## config.mk

```make
export PLATFORM = sky130hd
export DESIGN_NAME = ppmr_receiver
export DESIGN_NICKNAME = d
export VERILOG_FILES = /design/src/core/ppmr_pkg.sv /design/src/core/ppmr_receiver.sv /design/src/core/ppmr_sync.sv
export SDC_FILE = /design/constraint.sdc
export NUM_CORES = 1
export LEC_CHECK = 0
export BUFFER_PORTS_ARGS = -buffer_cell sky130_fd_sc_hd__clkbuf_2
export CORE_MARGIN = 2
export CORE_UTILIZATION = 50
export CTS_BUF_LIST = sky130_fd_sc_hd__clkbuf_16
export CTS_CLUSTER_DIAMETER = 60
export CTS_CLUSTER_SIZE = 16
export DETAILED_ROUTE_END_ITERATION = 6
export GPL_TIMING_DRIVEN = 0
export PLACE_DENSITY = 0.76
export SYNTH_ARGS = -nofsm -noshare
export SYNTH_HDL_FRONTEND = slang
export SYNTH_SLANG_ARGS = --single-unit
```

## constraint.sdc

```tcl
create_clock -name pclk -period 3.1 [get_ports pclk]
set_input_delay 0.465 -clock pclk [delete_from_list [all_inputs] [get_ports pclk]]
set_output_delay 0.465 -clock pclk [all_outputs]
set_load 0.05 [all_outputs]
```

## src/core/ppmr_pkg.sv

```systemverilog
package ppmr_pkg;

    // ========================================================
    // register map
    localparam logic [7:0] ADDR_CTRL       = 8'h00;
    localparam logic [7:0] ADDR_STATUS     = 8'h04;
    localparam logic [7:0] ADDR_IRQ_STATUS = 8'h08;
    localparam logic [7:0] ADDR_IRQ_MASK   = 8'h0C;

    // ========================================================
    // field positions and reset values
    localparam int          CTRL_ENABLE_BIT  = 0;
    localparam logic [31:0] CTRL_RESET       = 32'h00000001;
    localparam int          STATUS_CODE_LSB  = 0;
    localparam int          STATUS_VALID_BIT = 8;
    localparam int          STATUS_RATE_LSB  = 10;
    localparam int          IRQ_NEW_BIT      = 0;
    localparam int          IRQ_DROP_BIT     = 1;
    localparam int          IRQ_BAD_BIT      = 2;
    localparam int          IRQ_WIDTH        = 3;
    localparam logic [2:0]  IRQ_MASK_RESET   = 3'h0;

    // ========================================================
    // word format and timing, in oscillator cycles at the fastest rate
    localparam int CODE_BITS       = 5;
    localparam int CNT_WIDTH       = 18;
    localparam int T1_BASE_CYCLES  = 1024;
    localparam int T0_BASE_CYCLES  = 1536;
    localparam int TS_BASE_CYCLES  = 3072;
    localparam int TOL_SHIFT       = 3;
    localparam int DROP_GAP_SHIFT  = 2;
    localparam int SYNC_WIDTH      = 5;
    localparam logic [4:0] SYNC_RESET = 5'h10;

    // ========================================================
    // rate-select codes {b, a} and the shift applied to the base timing
    localparam logic [1:0] RATE_NONE = 2'h0;
    localparam logic [1:0] RATE_SLOW = 2'h1;
    localparam logic [1:0] RATE_MID  = 2'h2;
    localparam logic [1:0] RATE_FAST = 2'h3;
    localparam logic [1:0] SHIFT_SLOW = 2'h2;
    localparam logic [1:0] SHIFT_MID  = 2'h1;
    localparam logic [1:0] SHIFT_FAST = 2'h0;

    typedef enum logic [0:0] {
        PPMR_HUNT,
        PPMR_COLLECT
    } ppmr_state_type;

endpackage

```

## src/core/ppmr_receiver.sv

```systemverilog
// Our own choices: the register addresses and register access over APB.
`timescale 1ns/1ps
module ppmr_receiver #(
    parameter int CNT_W     = ppmr_pkg::CNT_WIDTH,
    parameter int T1_CYCLES = ppmr_pkg::T1_BASE_CYCLES,
    parameter int T0_CYCLES = ppmr_pkg::T0_BASE_CYCLES,
    parameter int TS_CYCLES = ppmr_pkg::TS_BASE_CYCLES
) (
    input  wire logic        pclk,
    input  wire logic        presetn,
    input  wire logic [7:0]  paddr,
    input  wire logic        psel,
    input  wire logic        penable,
    input  wire logic        pwrite,
    input  wire logic [31:0] pwdata,
    output logic      [31:0] prdata,
    output logic             pready,
    output logic             pslverr,
    input  wire logic        ppm_in,
    input  wire logic        rate_a,
    input  wire logic        rate_b,
    input  wire logic        hold_mode_select,
    input  wire logic        code_drive_enable_n,
    output logic      [4:0]  code_out,
    output logic             code_oe,
    output logic             data_ready_n,
    output logic             irq
);

    localparam int CB = ppmr_pkg::CODE_BITS;

    // ========================================================
    // pin synchronisers
    logic [ppmr_pkg::SYNC_WIDTH-1:0] pins_s;
    logic ppm_s, rate_a_s, rate_b_s, hold_s, oen_s;

    ppmr_sync #(
        .W         (ppmr_pkg::SYNC_WIDTH),
        .RESET_VAL (ppmr_pkg::SYNC_RESET)
    ) u_sync (
        .pclk     (pclk),
        .presetn  (presetn),
        .async_in ({code_drive_enable_n, hold_mode_select, rate_b, rate_a, ppm_in}),
        .sync_out (pins_s)
    );

    assign ppm_s    = pins_s[0];
    assign rate_a_s = pins_s[1];
    assign rate_b_s = pins_s[2];
    assign hold_s   = pins_s[3];
    assign oen_s    = pins_s[4];

    // ========================================================
    // rate selection and interval windows
    logic [1:0]       rate_code, sh;
    logic             rate_ok;
    logic [CNT_W-1:0] t1, t0, ts, one_lo, one_hi, zero_lo, zero_hi, gap_lo, drop_limit;

    assign rate_code = {rate_b_s, rate_a_s};

    always_comb begin
        rate_ok = 1'b1;
        sh      = ppmr_pkg::SHIFT_FAST;
        unique case (rate_code)
            ppmr_pkg::RATE_SLOW: sh = ppmr_pkg::SHIFT_SLOW;
            ppmr_pkg::RATE_MID:  sh = ppmr_pkg::SHIFT_MID;
            ppmr_pkg::RATE_FAST: sh = ppmr_pkg::SHIFT_FAST;
            ppmr_pkg::RATE_NONE: rate_ok = 1'b0;
        endcase
    end

    // a window of plus or minus one eighth absorbs resonator mismatch but
    // keeps the neighbouring rates' bit spacings outside it
    assign t1         = CNT_W'(T1_CYCLES) << sh;
    assign t0         = CNT_W'(T0_CYCLES) << sh;
    assign ts         = CNT_W'(TS_CYCLES) << sh;
    assign one_lo     = t1 - (t1 >> ppmr_pkg::TOL_SHIFT);
    assign one_hi     = t1 + (t1 >> ppmr_pkg::TOL_SHIFT);
    assign zero_lo    = t0 - (t0 >> ppmr_pkg::TOL_SHIFT);
    assign zero_hi    = t0 + (t0 >> ppmr_pkg::TOL_SHIFT);
    assign gap_lo     = ts - (ts >> ppmr_pkg::TOL_SHIFT);
    assign drop_limit = ts << ppmr_pkg::DROP_GAP_SHIFT;

    // ========================================================
    // pulse spacing counter
    logic             ppm_prev, rise;
    logic [CNT_W-1:0] cnt;
    logic             is_one, is_zero, is_gap;

    // only rising edges are timed, so pulse width never matters
    assign rise = ppm_s & ~ppm_prev;

    always_ff @(posedge pclk or negedge presetn) begin
        if (!presetn) begin
            ppm_prev <= 1'b0;
            cnt      <= '0;
        end else begin
            ppm_prev <= ppm_s;
            if (rise) begin
                cnt <= '0;
            end else if (cnt != '1) begin
                cnt <= cnt + 1'b1;
            end
        end
    end

    assign is_one  = (cnt >= one_lo) && (cnt <= one_hi);
    assign is_zero = (cnt >= zero_lo) && (cnt <= zero_hi);
    assign is_gap  = (cnt >= gap_lo);

    // ========================================================
    // word assembly
    logic                    ctrl_enable, run;
    ppmr_pkg::ppmr_state_type state;
    logic [2:0]              bits;
    logic [CB-1:0]           shift, next_word, prev_word;
    logic                    have_prev, word_done, word_bad, match;

    assign run       = ctrl_enable & rate_ok;
    assign next_word = {shift[CB-2:0], is_one};
    assign word_done = run && rise && (state == ppmr_pkg::PPMR_COLLECT) &&
                       (is_one || is_zero) && (bits == 3'(CB - 1));
    assign word_bad  = run && (state == ppmr_pkg::PPMR_COLLECT) &&
                       ((rise && !is_one && !is_zero) || (!rise && cnt > zero_hi));

    always_ff @(posedge pclk or negedge presetn) begin
        if (!presetn) begin
            state <= ppmr_pkg::PPMR_HUNT;
            bits  <= '0;
            shift <= '0;
        end else if (!run) begin
            state <= ppmr_pkg::PPMR_HUNT;
            bits  <= '0;
        end else if (rise) begin
            unique case (state)
                ppmr_pkg::PPMR_HUNT: begin
                    if (is_gap) begin
                        state <= ppmr_pkg::PPMR_COLLECT;
                        bits  <= '0;
                    end
                end
                ppmr_pkg::PPMR_COLLECT: begin
                    if (is_one || is_zero) begin
                        shift <= next_word;
                        bits  <= bits + 1'b1;
                        if (bits == 3'(CB - 1)) begin
                            state <= ppmr_pkg::PPMR_HUNT;
                        end
                    end else if (is_gap) begin
                        bits <= '0;
                    end else begin
                        state <= ppmr_pkg::PPMR_HUNT;
                    end
                end
            endcase
        end else if (state == ppmr_pkg::PPMR_COLLECT && cnt > zero_hi) begin
            state <= ppmr_pkg::PPMR_HUNT;
        end
    end

    // a bad word breaks the pair, so the two matching words are consecutive
    always_ff @(posedge pclk or negedge presetn) begin
        if (!presetn) begin
            have_prev <= 1'b0;
            prev_word <= '0;
        end else if (!run) begin
            have_prev <= 1'b0;
        end else if (word_done) begin
            have_prev <= 1'b1;
            prev_word <= next_word;
        end else if (word_bad) begin
            have_prev <= 1'b0;
        end
    end

    assign match = word_done && have_prev && (prev_word == next_word);

    // ========================================================
    // code register, strobe and drive
    logic             code_valid, new_code, drop;
    logic [CNT_W-1:0] drop_cnt;

    assign new_code = match && (!code_valid || code_out != next_word);
    assign drop     = code_valid && hold_s && !match && (drop_cnt >= drop_limit - 1'b1);

    always_ff @(posedge pclk or negedge presetn) begin
        if (!presetn) begin
            code_out     <= '0;
            code_valid   <= 1'b0;
            data_ready_n <= 1'b1;
        end else begin
            if (new_code) begin
                code_out   <= next_word;
                code_valid <= 1'b1;
            end else if (drop) begin
                code_out   <= '0;
                code_valid <= 1'b0;
            end
            // strobe goes low one cycle after the code lands
            data_ready_n <= (new_code || drop) ? 1'b1 : !code_valid;
        end
    end

    // in latched mode the timer stays cleared and the code is kept
    always_ff @(posedge pclk or negedge presetn) begin
        if (!presetn) begin
            drop_cnt <= '0;
        end else if (!code_valid || !hold_s || match) begin
            drop_cnt <= '0;
        end else if (drop_cnt != '1) begin
            drop_cnt <= drop_cnt + 1'b1;
        end
    end

    always_ff @(posedge pclk or negedge presetn) begin
        if (!presetn) begin
            code_oe <= 1'b0;
        end else begin
            code_oe <= !oen_s;
        end
    end

    // ========================================================
    // APB slave: zero wait states, data and error registered in setup
    logic                           setup, wr, hit;
    logic [ppmr_pkg::IRQ_WIDTH-1:0] irq_status, irq_mask, irq_set;
    logic [31:0]                    rd_mux;

    assign setup = psel && !penable;
    assign wr    = psel && penable && pready && pwrite;
    assign hit   = (paddr == ppmr_pkg::ADDR_CTRL) || (paddr == ppmr_pkg::ADDR_STATUS) ||
                   (paddr == ppmr_pkg::ADDR_IRQ_STATUS) || (paddr == ppmr_pkg::ADDR_IRQ_MASK);

    always_comb begin
        rd_mux = 32'h00000000;
        unique case (paddr)
            ppmr_pkg::ADDR_CTRL:       rd_mux[ppmr_pkg::CTRL_ENABLE_BIT] = ctrl_enable;
            ppmr_pkg::ADDR_STATUS: begin
                rd_mux[ppmr_pkg::STATUS_CODE_LSB +: CB] = code_out;
                rd_mux[ppmr_pkg::STATUS_VALID_BIT]      = code_valid;
                rd_mux[ppmr_pkg::STATUS_RATE_LSB +: 2]  = rate_code;
            end
            ppmr_pkg::ADDR_IRQ_STATUS: rd_mux[ppmr_pkg::IRQ_WIDTH-1:0] = irq_status;
            ppmr_pkg::ADDR_IRQ_MASK:   rd_mux[ppmr_pkg::IRQ_WIDTH-1:0] = irq_mask;
            default:                   rd_mux = 32'h00000000;
        endcase
    end

    always_ff @(posedge pclk or negedge presetn) begin
        if (!presetn) begin
            pready  <= 1'b0;
            pslverr <= 1'b0;
            prdata  <= 32'h00000000;
        end else begin
            pready <= setup;
            if (setup) begin
                pslverr <= !hit;
                prdata  <= pwrite ? 32'h00000000 : rd_mux;
            end
        end
    end

    always_ff @(posedge pclk or negedge presetn) begin
        if (!presetn) begin
            ctrl_enable <= ppmr_pkg::CTRL_RESET[ppmr_pkg::CTRL_ENABLE_BIT];
            irq_mask    <= ppmr_pkg::IRQ_MASK_RESET;
        end else if (wr && paddr == ppmr_pkg::ADDR_CTRL) begin
            ctrl_enable <= pwdata[ppmr_pkg::CTRL_ENABLE_BIT];
        end else if (wr && paddr == ppmr_pkg::ADDR_IRQ_MASK) begin
            irq_mask <= pwdata[ppmr_pkg::IRQ_WIDTH-1:0];
        end
    end

    // ========================================================
    // interrupts: a new event wins over a write-one clear
    always_comb begin
        irq_set                        = '0;
        irq_set[ppmr_pkg::IRQ_NEW_BIT]  = new_code;
        irq_set[ppmr_pkg::IRQ_DROP_BIT] = drop;
        irq_set[ppmr_pkg::IRQ_BAD_BIT]  = word_bad;
    end

    always_ff @(posedge pclk or negedge presetn) begin
        if (!presetn) begin
            irq_status <= '0;
            irq         <= 1'b0;
        end else begin
            if (wr && paddr == ppmr_pkg::ADDR_IRQ_STATUS) begin
                irq_status <= (irq_status & ~pwdata[ppmr_pkg::IRQ_WIDTH-1:0]) | irq_set;
            end else begin
                irq_status <= irq_status | irq_set;
            end
            irq <= |(irq_status & irq_mask);
        end
    end
endmodule

```

## src/core/ppmr_sync.sv

```systemverilog
`timescale 1ns/1ps
module ppmr_sync #(
    parameter int               W         = 1,
    parameter logic [W-1:0]     RESET_VAL = '0
) (
    input  wire logic           pclk,
    input  wire logic           presetn,
    input  wire logic [W-1:0]   async_in,
    output logic      [W-1:0]   sync_out
);

    logic [W-1:0] stage1;

    // stage1 feeds only sync_out
    always_ff @(posedge pclk or negedge presetn) begin
        if (!presetn) begin
            stage1   <= RESET_VAL;
            sync_out <= RESET_VAL;
        end else begin
            stage1   <= async_in;
            sync_out <= stage1;
        end
    end

endmodule

```

==> results of run 1 <==
[logic make-up after synthesis]
logic type,count (synthesis)
muxes,17
DFF,87
adders and majority gates,37
AOI/OAI and AO/OA,81
xor gates and xnor gates,37
and+or+nand+nor,200
other,1
buffers and inverters,66
[sequential cells by signal (all words and copies together), names as in the netlist]
signal / cells
cnt: 18
drop_cnt: 18
prdata: 8
code_out: 5
prev_word: 5
u_sync.stage1: 5
u_sync.sync_out: 5
shift: 4
bits: 3
irq_mask: 3
irq_status: 3
code_oe: 1
code_valid: 1
ctrl_enable: 1
data_ready_n: 1
have_prev: 1
irq: 1
ppm_prev: 1
pready: 1
pslverr: 1
state: 1
[through the flow]
| stage | setup WS, ns | TNS, ns | hold WS, ns | power, W | cell area (µm²) |
|---|---|---|---|---|---|
| after floorplan | 0.00184 | 0 | 0.169 | 0.00141 | 5140 |
| after global placement | -0.590 | -16.44 | 0.338 | 0.00148 | 5490 |
| after detailed placement | -0.590 | -18.31 | 0.336 | 0.00149 | 5520 |
| after CTS | 0.00693 | 0 | 0.0490 | 0.00265 | 6000 |
| after global routing | -0.110 | -0.918 | 0.0608 | 0.00277 | 6170 |
| final | 0.0167 | 0 | 0.0503 | 0.00266 | 6170 |
[what timing repair did]
item,in CTS,in global routing
pin swaps,7,16
setup endpoints to repair,41,40
cloned,0,0
gates resized for setup,20,26
buffers inserted,7,11
[worst max-delay path, cell delays in order, from the launching register on]
cell and delay (ns):
dfrtp_2 0.42, inv_4 0.06, buf_4 0.13, ha_2 0.36, inv_1 0.13, ha_1 0.31, and3_1 0.18, nand3_1 0.16
o31ai_4 0.08, a31o_4 0.23, a21oi_2 0.31, nor2b_2 0.10, and3_1 0.18, a311o_1 0.32
[cell usage in the layout, fill, tap and decap left out, types with 19 or more instances in the layout]
cell	instances
dfrtp_1	81
inv_1	24
nor2_1	56
clkbuf_2	35
nand2_1	50
ha_1	32
xor2_1	19
buf_4	39
nand3_1	23
conb_1	24
[layout make-up]
class / instances / area (µm²)
fillers: 790 / 3600
multi-input cells: 396 / 2780
flip-flops and latches: 87 / 2180
repair buffers: 55 / 365
plain buffers: 36 / 244
clock buffers: 9 / 225
well taps: 133 / 166
inverters: 29 / 118
clock inverters: 7 / 95.1
[worst max path at each step]
stage                                 start                      end  slack, ns  cells after the start
3_5_place_dp   u_sync.sync_out[1]$_DFF_PN0_      bits[2]$_DFFE_PN0P_      -0.59                     14
4_1_cts        u_sync.sync_out[1]$_DFF_PN0_  drop_cnt[8]$_DFFE_PN0P_      0.007                     16
6_report       u_sync.sync_out[1]$_DFF_PN0_      bits[2]$_DFFE_PN0P_       0.02                     13
5_1_grt        u_sync.sync_out[1]$_DFF_PN0_      bits[2]$_DFFE_PN0P_      -0.11                     13
3_3_place_gp   u_sync.sync_out[1]$_DFF_PN0_        state$_DFFE_PN0P_      -0.59                     14
2_1_floorplan  u_sync.sync_out[1]$_DFF_PN0_  code_out[0]$_DFFE_PN0P_      0.002                     14
[routing by layer]
layer	track usage	share of wire	vias to the layer above
li1	-	-	1974
met1	0.269	0.44	1954
met2	0.352	0.49	95
met3	0.0393	0.041	24
met4	0.0667	0.023	0
met5	0	0	-
[where the power goes]
part           switching, W  internal (W)  leakage [nW]
combinational      0.000202      0.000117          1.62
clock              0.000438      0.000707         0.157
sequential        0.0000267       0.00117          1.15
total              0.000667       0.00199          2.93
[synthesized netlist by cell type (3+ instances only)]
| cell | number | area (µm²) |
|---|---|---|
| a211oi_1 | 3 | 22.5 |
| a21oi_1 | 11 | 55.1 |
| a22o_1 | 5 | 43.8 |
| a31oi_1 | 5 | 31.3 |
| and3_1 | 9 | 56.3 |
| and4_1 | 4 | 35.0 |
| buf_4 | 25 | 188 |
| clkbuf_1 | 11 | 41.3 |
| dfrtp_1 | 83 | 2080 |
| dfstp_2 | 4 | 105 |
| ha_1 | 37 | 463 |
| inv_1 | 29 | 109 |
| mux2_2 | 8 | 90.1 |
| mux2i_1 | 8 | 80.1 |
| nand2_1 | 54 | 203 |
| nand2b_1 | 4 | 25.0 |
| nand3_1 | 23 | 115 |
| nand4_1 | 12 | 75.1 |
| nor2_1 | 58 | 218 |
| nor2b_1 | 6 | 37.5 |
| nor3_1 | 10 | 50.1 |
| nor4_1 | 3 | 18.8 |
| o211ai_1 | 5 | 37.5 |
| o21a_1 | 3 | 22.5 |
| o21ai_0 | 18 | 90.1 |
| o22ai_1 | 4 | 25.0 |
| or3_1 | 3 | 18.8 |
| xnor2_1 | 18 | 158 |
| xor2_1 | 19 | 166 |
==> impl_metrics.ini, run 1 <==
[sta]
setup_viol = 0
slew_headroom = 0.321
fin_crit_sh = 0.995
rsz0062_at_grt = true
worstMarginPinSlew_ns = 1.00
slew_violations = 0
finalHoldViolations = 0
max_freq_ghz = 0.324
timing.final.crit_period_ns = 3.08
finalClockSkew_ns = 0.00878

[routing]
wl_per_cell_um = 14.5
drt_first_pass_iters = 4
drc = 0
vias = 4047
routed_wirelength_mm = 10.9
viasPerCell = 5.38
detail-route-antenna-nets = 0
drt_iter0_drc = 207

[setup_path]
critPathArrivalTime_ns = 3.29
r2r_cells = 13
timing.rr.end = bits[2]$_DFFE_PN0P_
cp_max_fo = 5
crit_required_ns = 3.31
cp-end-kind = flop
r2r_start = u_sync.sync_out[1]$_DFF_PN0_
path_class = reg2reg
startpoint_type = flop
ff2ff_setup_slack_ns = 0.02

[clock_network]
insertion_delay_ns = 0.33
cts_tree = done
htreeDepth = 3
clock-sinks = 87
path_clk_slew_ns = 0.06
cts_buffers = 9
postCtsHoldBufs = 0
clock_path_buffers = 2
cts_root_buffer = clkbuf_16

[yosys]
synth_top_flop_cell = dfrtp_1
avgSynthCellArea_um2 = 9.61
ys_types = 63
synth_top_family_by_area = simple AND/OR/NAND/NOR gates
async_reset_ff_frac = 1.00
postSynthCellCount = 526
synth_area_mm2 = 0.00506
yosys_warnings = 0
synth-seq-cells = 87
synth-edff-count = 0
synth_mux_area_frac = 0.0381
seq_area_frac_synth = 0.431
synth_xor_area_frac = 0.0641
synth_compound_area_frac = 0.115
synthAdderAreaFrac = 0.0915
yosys.area_share.simple = 0.191

[global_route]
grt_pass1_wl_mm = 18.7
grtUsageTotal = 0.208
grt_max_degree = 69
grt_antenna_before_repair = 0
first_global_vias = 4037
grt_overflow = 0

[floorplanning]
num_rows = 36
start_util = 0.517
die_area_mm2 = 0.0109
coreArea_mm2 = 0.00977
fp.dieW_um = 105
fp.dieH_um = 105
num_io_pins = 92

[cells_and_area]
syn_to_final_growth_pct = 22.1
final_util = 0.632
final_cells = 752
diodes = 0
num-nets-final = 701
drive_above_1_share = 0.242

[run]
maxCapViolations = 0

[outcome]
status = finished, final reports clean

[power_and_ir_drop]
power_leakage_nw = 2.93
powerDensity_mw_per_mm2 = 430
peakVddDrop_v = 0.000409

[place]
portBuffers = 36
place_inst = 719
gp_congestion = 0.891
dpl.hpwl_mm = 7.56

[min_path]
hp-class = in2async
Note: power is estimated with default switching activity, not from simulation.
==> inputs of run 2 (changes only) <==
HOLD_SLACK_MARGIN = 0.15   (was default)
REMOVE_ABC_BUFFERS = 1   (was default)
==> run 2 against run 1 <==
Core utilization down 3.1 points. Worst hold slack better by 0.15 ns. Register-to-register slack better by 0.06 ns. Sequential cell count unchanged. Largest cell class unchanged.
==> impl_metrics.ini, run 2 (synthesis results as in run 1) <==
[outcome]
status = finished, final reports clean

[min_path]
hold_start = code_drive_enable_n
hp-class = in2reg

[sta]
setup_viol = 0
rsz0062_at_grt = true
max_freq_ghz = 0.331
finalClockSkew_ns = 0.00600
slew_headroom = 0.138
finalHoldViolations = 0
setup_slack_ns = 0.0780
timing.final.crit_period_ns = 3.02
slew_violations = 0
holdWs_ns = 0.198
worstMarginPinSlew_ns = 1.29
fin_crit_sh = 0.975

[global_route]
grtUsageTotal = 0.208
grt_max_degree = 67
grt_pass1_wl_mm = 18.4
grt_antenna_before_repair = 0
grt_overflow = 0
first_global_vias = 3889

[setup_path]
critPathArrivalTime_ns = 3.29
r2r_start = u_sync.sync_out[1]$_DFF_PN0_
startpoint_type = flop
startpoint = u_sync.sync_out[1]$_DFF_PN0_
cp-end-kind = flop
path_class = reg2reg
cp_max_fo = 7
crit_required_ns = 3.37

[routing]
routed_wirelength_mm = 10.9
viasPerCell = 5.53
drt_first_pass_iters = 6
drt_iter0_drc = 273
drc = 0
wl_per_cell_um = 15.4
vias = 3919
detail-route-antenna-nets = 0

[floorplanning]
start_util = 0.517
fp.dieH_um = 105
die_area_mm2 = 0.0109
num_rows = 36
coreArea_mm2 = 0.00977
num_io_pins = 92
fp.dieW_um = 105

[place]
place_inst = 684
place_area_mm2 = 0.00530
dpl.hpwl_mm = 7.44
portBuffers = 38
pre_cts_slack_ns = -0.633
gp_congestion = 0.892

[run]
maxCapViolations = 0

[cells_and_area]
final_cells = 709
postLayoutCellArea_mm2 = 0.00587
num-nets-final = 658
drive_above_1_share = 0.188
layout_commonest_cell = dfrtp_1
final_cell_mix = dfrtp_1, nor2_1, nand2_1, clkbuf_2, ha_1
nFillCells = 807
syn_to_final_growth_pct = 16.0
reg.largest.list = cnt: 18 flops, drop_cnt: 18 flops, prdata: 8 flops
diodes = 0

[clock_network]
clock-sinks = 87
cts_buffers = 9
cts_tree = done
htreeDepth = 3
insertion_delay_ns = 0.35
clock_path_buffers = 2
cts_root_buffer = clkbuf_16
path_clk_slew_ns = 0.06

[power_and_ir_drop]
peakVddDrop_v = 0.000330
power_leakage_nw = 2.74
total_power_w = 0.00262
powerDensity_mw_per_mm2 = 447
run 2: changes by cell type in the layout (fill, tap and decap cells not counted), sizes merged:
| cell | delta |
|---|---|
| buf | -36 |
| clkinv | -2 |
| clkinvlp | +1 |
| clkbuf | -8 |
| dlygate4sd3 | +1 |
| inv | +1 |
run 2: where the power goes:
group / switching [W] / internal [W]
Combinational: 0.000195 / 0.0000835
Clock: 0.000451 / 0.000700
Sequential: 0.0000251 / 0.00117
Total: 0.000671 / 0.00195
run 2: final cells by class:
class | count | area (µm²) | area share
clock buffers | 9 | 225 | 0.0384
clock inverters | 7 | 87.6 | 0.0149
inverters | 29 | 115 | 0.0196
multi-input cells | 396 | 2800 | 0.477
flip-flops and latches | 87 | 2180 | 0.372
well taps | 133 | 166 | 0.0284
repair buffers | 48 | 290 | 0.0495
run 2: repair_timing:
| action | 4_1_cts | 5_1_grt |
|---|---|---|
| endpoints found under the setup margin | 41 | 40 |
| hold buffers | 1 | 0 |
| buffers inserted | 4 | 4 |
| gates resized for setup | 23 | 15 |
| endpoints found under the hold margin | 21 | 0 |
| pin swaps | 3 | 10 |
run 2: metal layers:
layer / track usage / wire length [µm] / up-vias
met5: 0 / 0 / -
met4: 0.0619 / 133 / 0
met3: 0.0437 / 437 / 11
met2: 0.346 / 5450 / 78
met1: 0.274 / 4880 / 1949
li1: - / - / 1881
run 2: worst paths after layout:
kind | end | slack, ns | depth (start not counted)
worst min register to register | u_sync.sync_out[0]$_DFF_PN0_ | 0.35 | 0
worst max-delay path | code_out[0]$_DFFE_PN0P_ | 0.08 | 14
min in group asynchronous | u_sync.stage1[0]$_DFF_PN0_ | 0.58 | 2
worst min-delay path | u_sync.stage1[4]$_DFF_PN1_ | 0.20 | 1
worst max register to register | code_out[0]$_DFFE_PN0P_ | 0.08 | 14
max in group asynchronous | ctrl_enable$_DFFE_PN1P_ | 1.84 | 3
run 2: metrics by stage:
step,setup TNS (ns),util
floorplan,0,-
global placement,-18.57,0.539
detailed placement,-20.31,0.542
CTS,0,0.589
global route,-0.698,0.600
finish,0,0.600
run 2: worst max-delay path, cell delays in order (launching register included):
cell        delay [ns]
dfrtp_2           0.44
inv_4             0.09
ha_4              0.16
clkinvlp_4        0.12
nor2_4            0.11
inv_2             0.06
ha_4              0.29
nand2_4           0.05
or4_4             0.52
o31ai_4           0.20
a31o_4            0.16
nand4_1           0.18
a31oi_4           0.32
nand2_1           0.10
mux2i_1           0.16
==> inputs of run 3 (changes only) <==
CORE_UTILIZATION = 51   (was 50)
==> run 3 against run 2 <==
Sequential power barely moved. Largest cell class unchanged. Worst hold slack got worse by 0.0052 ns. Count of clock-buffer cells in the layout did not move.
==> impl_metrics.ini, run 3 (synthesis results as in run 1) <==
[outcome]
status = finished, final reports clean

[setup_path]
cp_max_fo = 5
crit_required_ns = 3.33
r2r_cells = 14
startpoint_type = flop
path_class = reg2reg
ff2ff_setup_slack_ns = 0.07
critPathArrivalTime_ns = 3.27
cp-end-kind = flop

[routing]
detail-route-antenna-nets = 0
drc = 0
routed_wirelength_mm = 11.1
drt_iter0_drc = 188
viasPerCell = 5.51
vias = 3937
drt_first_pass_iters = 4
wl_per_cell_um = 15.6

[sta]
max_freq_ghz = 0.330
finalClockSkew_ns = 0.00582
setup_viol = 0
timing.final.crit_period_ns = 3.03
worstMarginPinSlew_ns = 1.33
rsz0062_at_grt = true
tns_ns = 0
slew_violations = 0
finalHoldViolations = 0
slew_headroom = 0.115
holdWs_ns = 0.193
fin_crit_sh = 0.979

[power_and_ir_drop]
powerDensity_mw_per_mm2 = 440
power_leakage_nw = 2.74
peakVddDrop_v = 0.000384
total_power_w = 0.00259

[place]
dpl.hpwl_mm = 7.41
gp_congestion = 0.913
portBuffers = 38
place_inst = 684
place_area_mm2 = 0.00530

[clock_network]
path_clk_slew_ns = 0.06
clock-sinks = 87
cts_tree = done
insertion_delay_ns = 0.35
clock_path_buffers = 2
cts_buffers = 9
cts_root_buffer = clkbuf_16
htreeDepth = 3

[cells_and_area]
layout_commonest_cell = dfrtp_1
diodes = 0
syn_to_final_growth_pct = 16.5
final_cell_mix = dfrtp_1, nor2_1, nand2_1, clkbuf_2, ha_1
num-nets-final = 663
final_cells = 714
nFillCells = 791
multi_input_area_mm2 = 0.00279
postLayoutCellArea_mm2 = 0.00589
drive_above_1_share = 0.203
reg.largest.list = cnt: 18 flops, drop_cnt: 18 flops, prdata: 8 flops
regArea_mm2 = 0.00218

[floorplanning]
fp.dieH_um = 104
num_io_pins = 92
die_area_mm2 = 0.0107
fp.dieW_um = 104
coreArea_mm2 = 0.00968
start_util = 0.522
num_rows = 36

[min_path]
hp-class = in2reg
holdPathStages = 1

[run]
maxCapViolations = 0

[global_route]
grt_pass1_wl_mm = 18.4
grt_antenna_before_repair = 0
first_global_vias = 3753
grt_max_degree = 69
grtUsageTotal = 0.214
grt_overflow = 0
## run 3: changes by cell type in the layout (fill, tap and decap cells not counted), sizes merged
cell,delta
buf,+5
clkinv,+2
bufinv,-1
inv,-1
## run 3: final timing paths
path,to,startpoint
max,bits[2]$_DFFE_PN0P_,u_sync.sync_out[1]$_DFF_PN0_
min,u_sync.stage1[4]$_DFF_PN1_,code_drive_enable_n
max reg2reg,bits[2]$_DFFE_PN0P_,u_sync.sync_out[1]$_DFF_PN0_
min reg2reg,u_sync.sync_out[0]$_DFF_PN0_,u_sync.stage1[0]$_DFF_PN0_
max in group asynchronous,ctrl_enable$_DFFE_PN1P_,presetn
min in group asynchronous,cnt[16]$_DFFE_PN0P_,presetn
## run 3: what timing repair did
item	in CTS	in global routing
endpoints found under the hold margin	19	0
buffers inserted	5	8
gates resized for setup	26	13
endpoints found under the setup margin	41	40
hold buffers	1	0
pin swaps	5	8
## run 3: report_power, final
part	total, W	internal, W	switching (W)
clock network	0.00111	0.000635	0.000478
logic	0.000290	0.0000902	0.000199
registers	0.00119	0.00117	0.0000266
## run 3: worst max-delay path, stage by stage, from the launching register on
cell and delay (ns):
dfrtp_2 0.41, buf_4 0.14, ha_4 0.16, clkinvlp_4 0.13, nor2_4 0.12, inv_2 0.06, ha_4 0.23, a21oi_1 0.21
nand2_1 0.16, a31oi_1 0.29, a31oi_2 0.13, a21oi_4 0.29, nor2b_2 0.09, and3_1 0.17, a311o_1 0.31
## run 3: layout make-up
class | instances | area share
timing repair buffer | 53 | 0.0556
inverter | 29 | 0.0198
sequential | 87 | 0.371
clock inverter | 7 | 0.0138
clock buffer | 9 | 0.0382
tap | 133 | 0.0282
multi-input combinational | 396 | 0.473
## run 3: through the flow
| stage | utilization | setup slack, ns |
|---|---|---|
| 3_5_place_dp | 0.547 | -0.659 |
| 4_1_cts | 0.597 | 0.0278 |
| 3_3_place_gp | 0.544 | -0.591 |
| 2_1_floorplan | - | 0.00184 |
| 6_report | 0.608 | 0.0653 |
| 5_1_grt | 0.608 | -0.0903 |
## run 3: per-layer routing
layer	global-route usage	vias up	share of wire
li1	-	1901	-
met1	0.284	1910	0.45
met2	0.344	101	0.48
met3	0.0548	25	0.043
met4	0.0743	0	0.024
met5	0	-	0
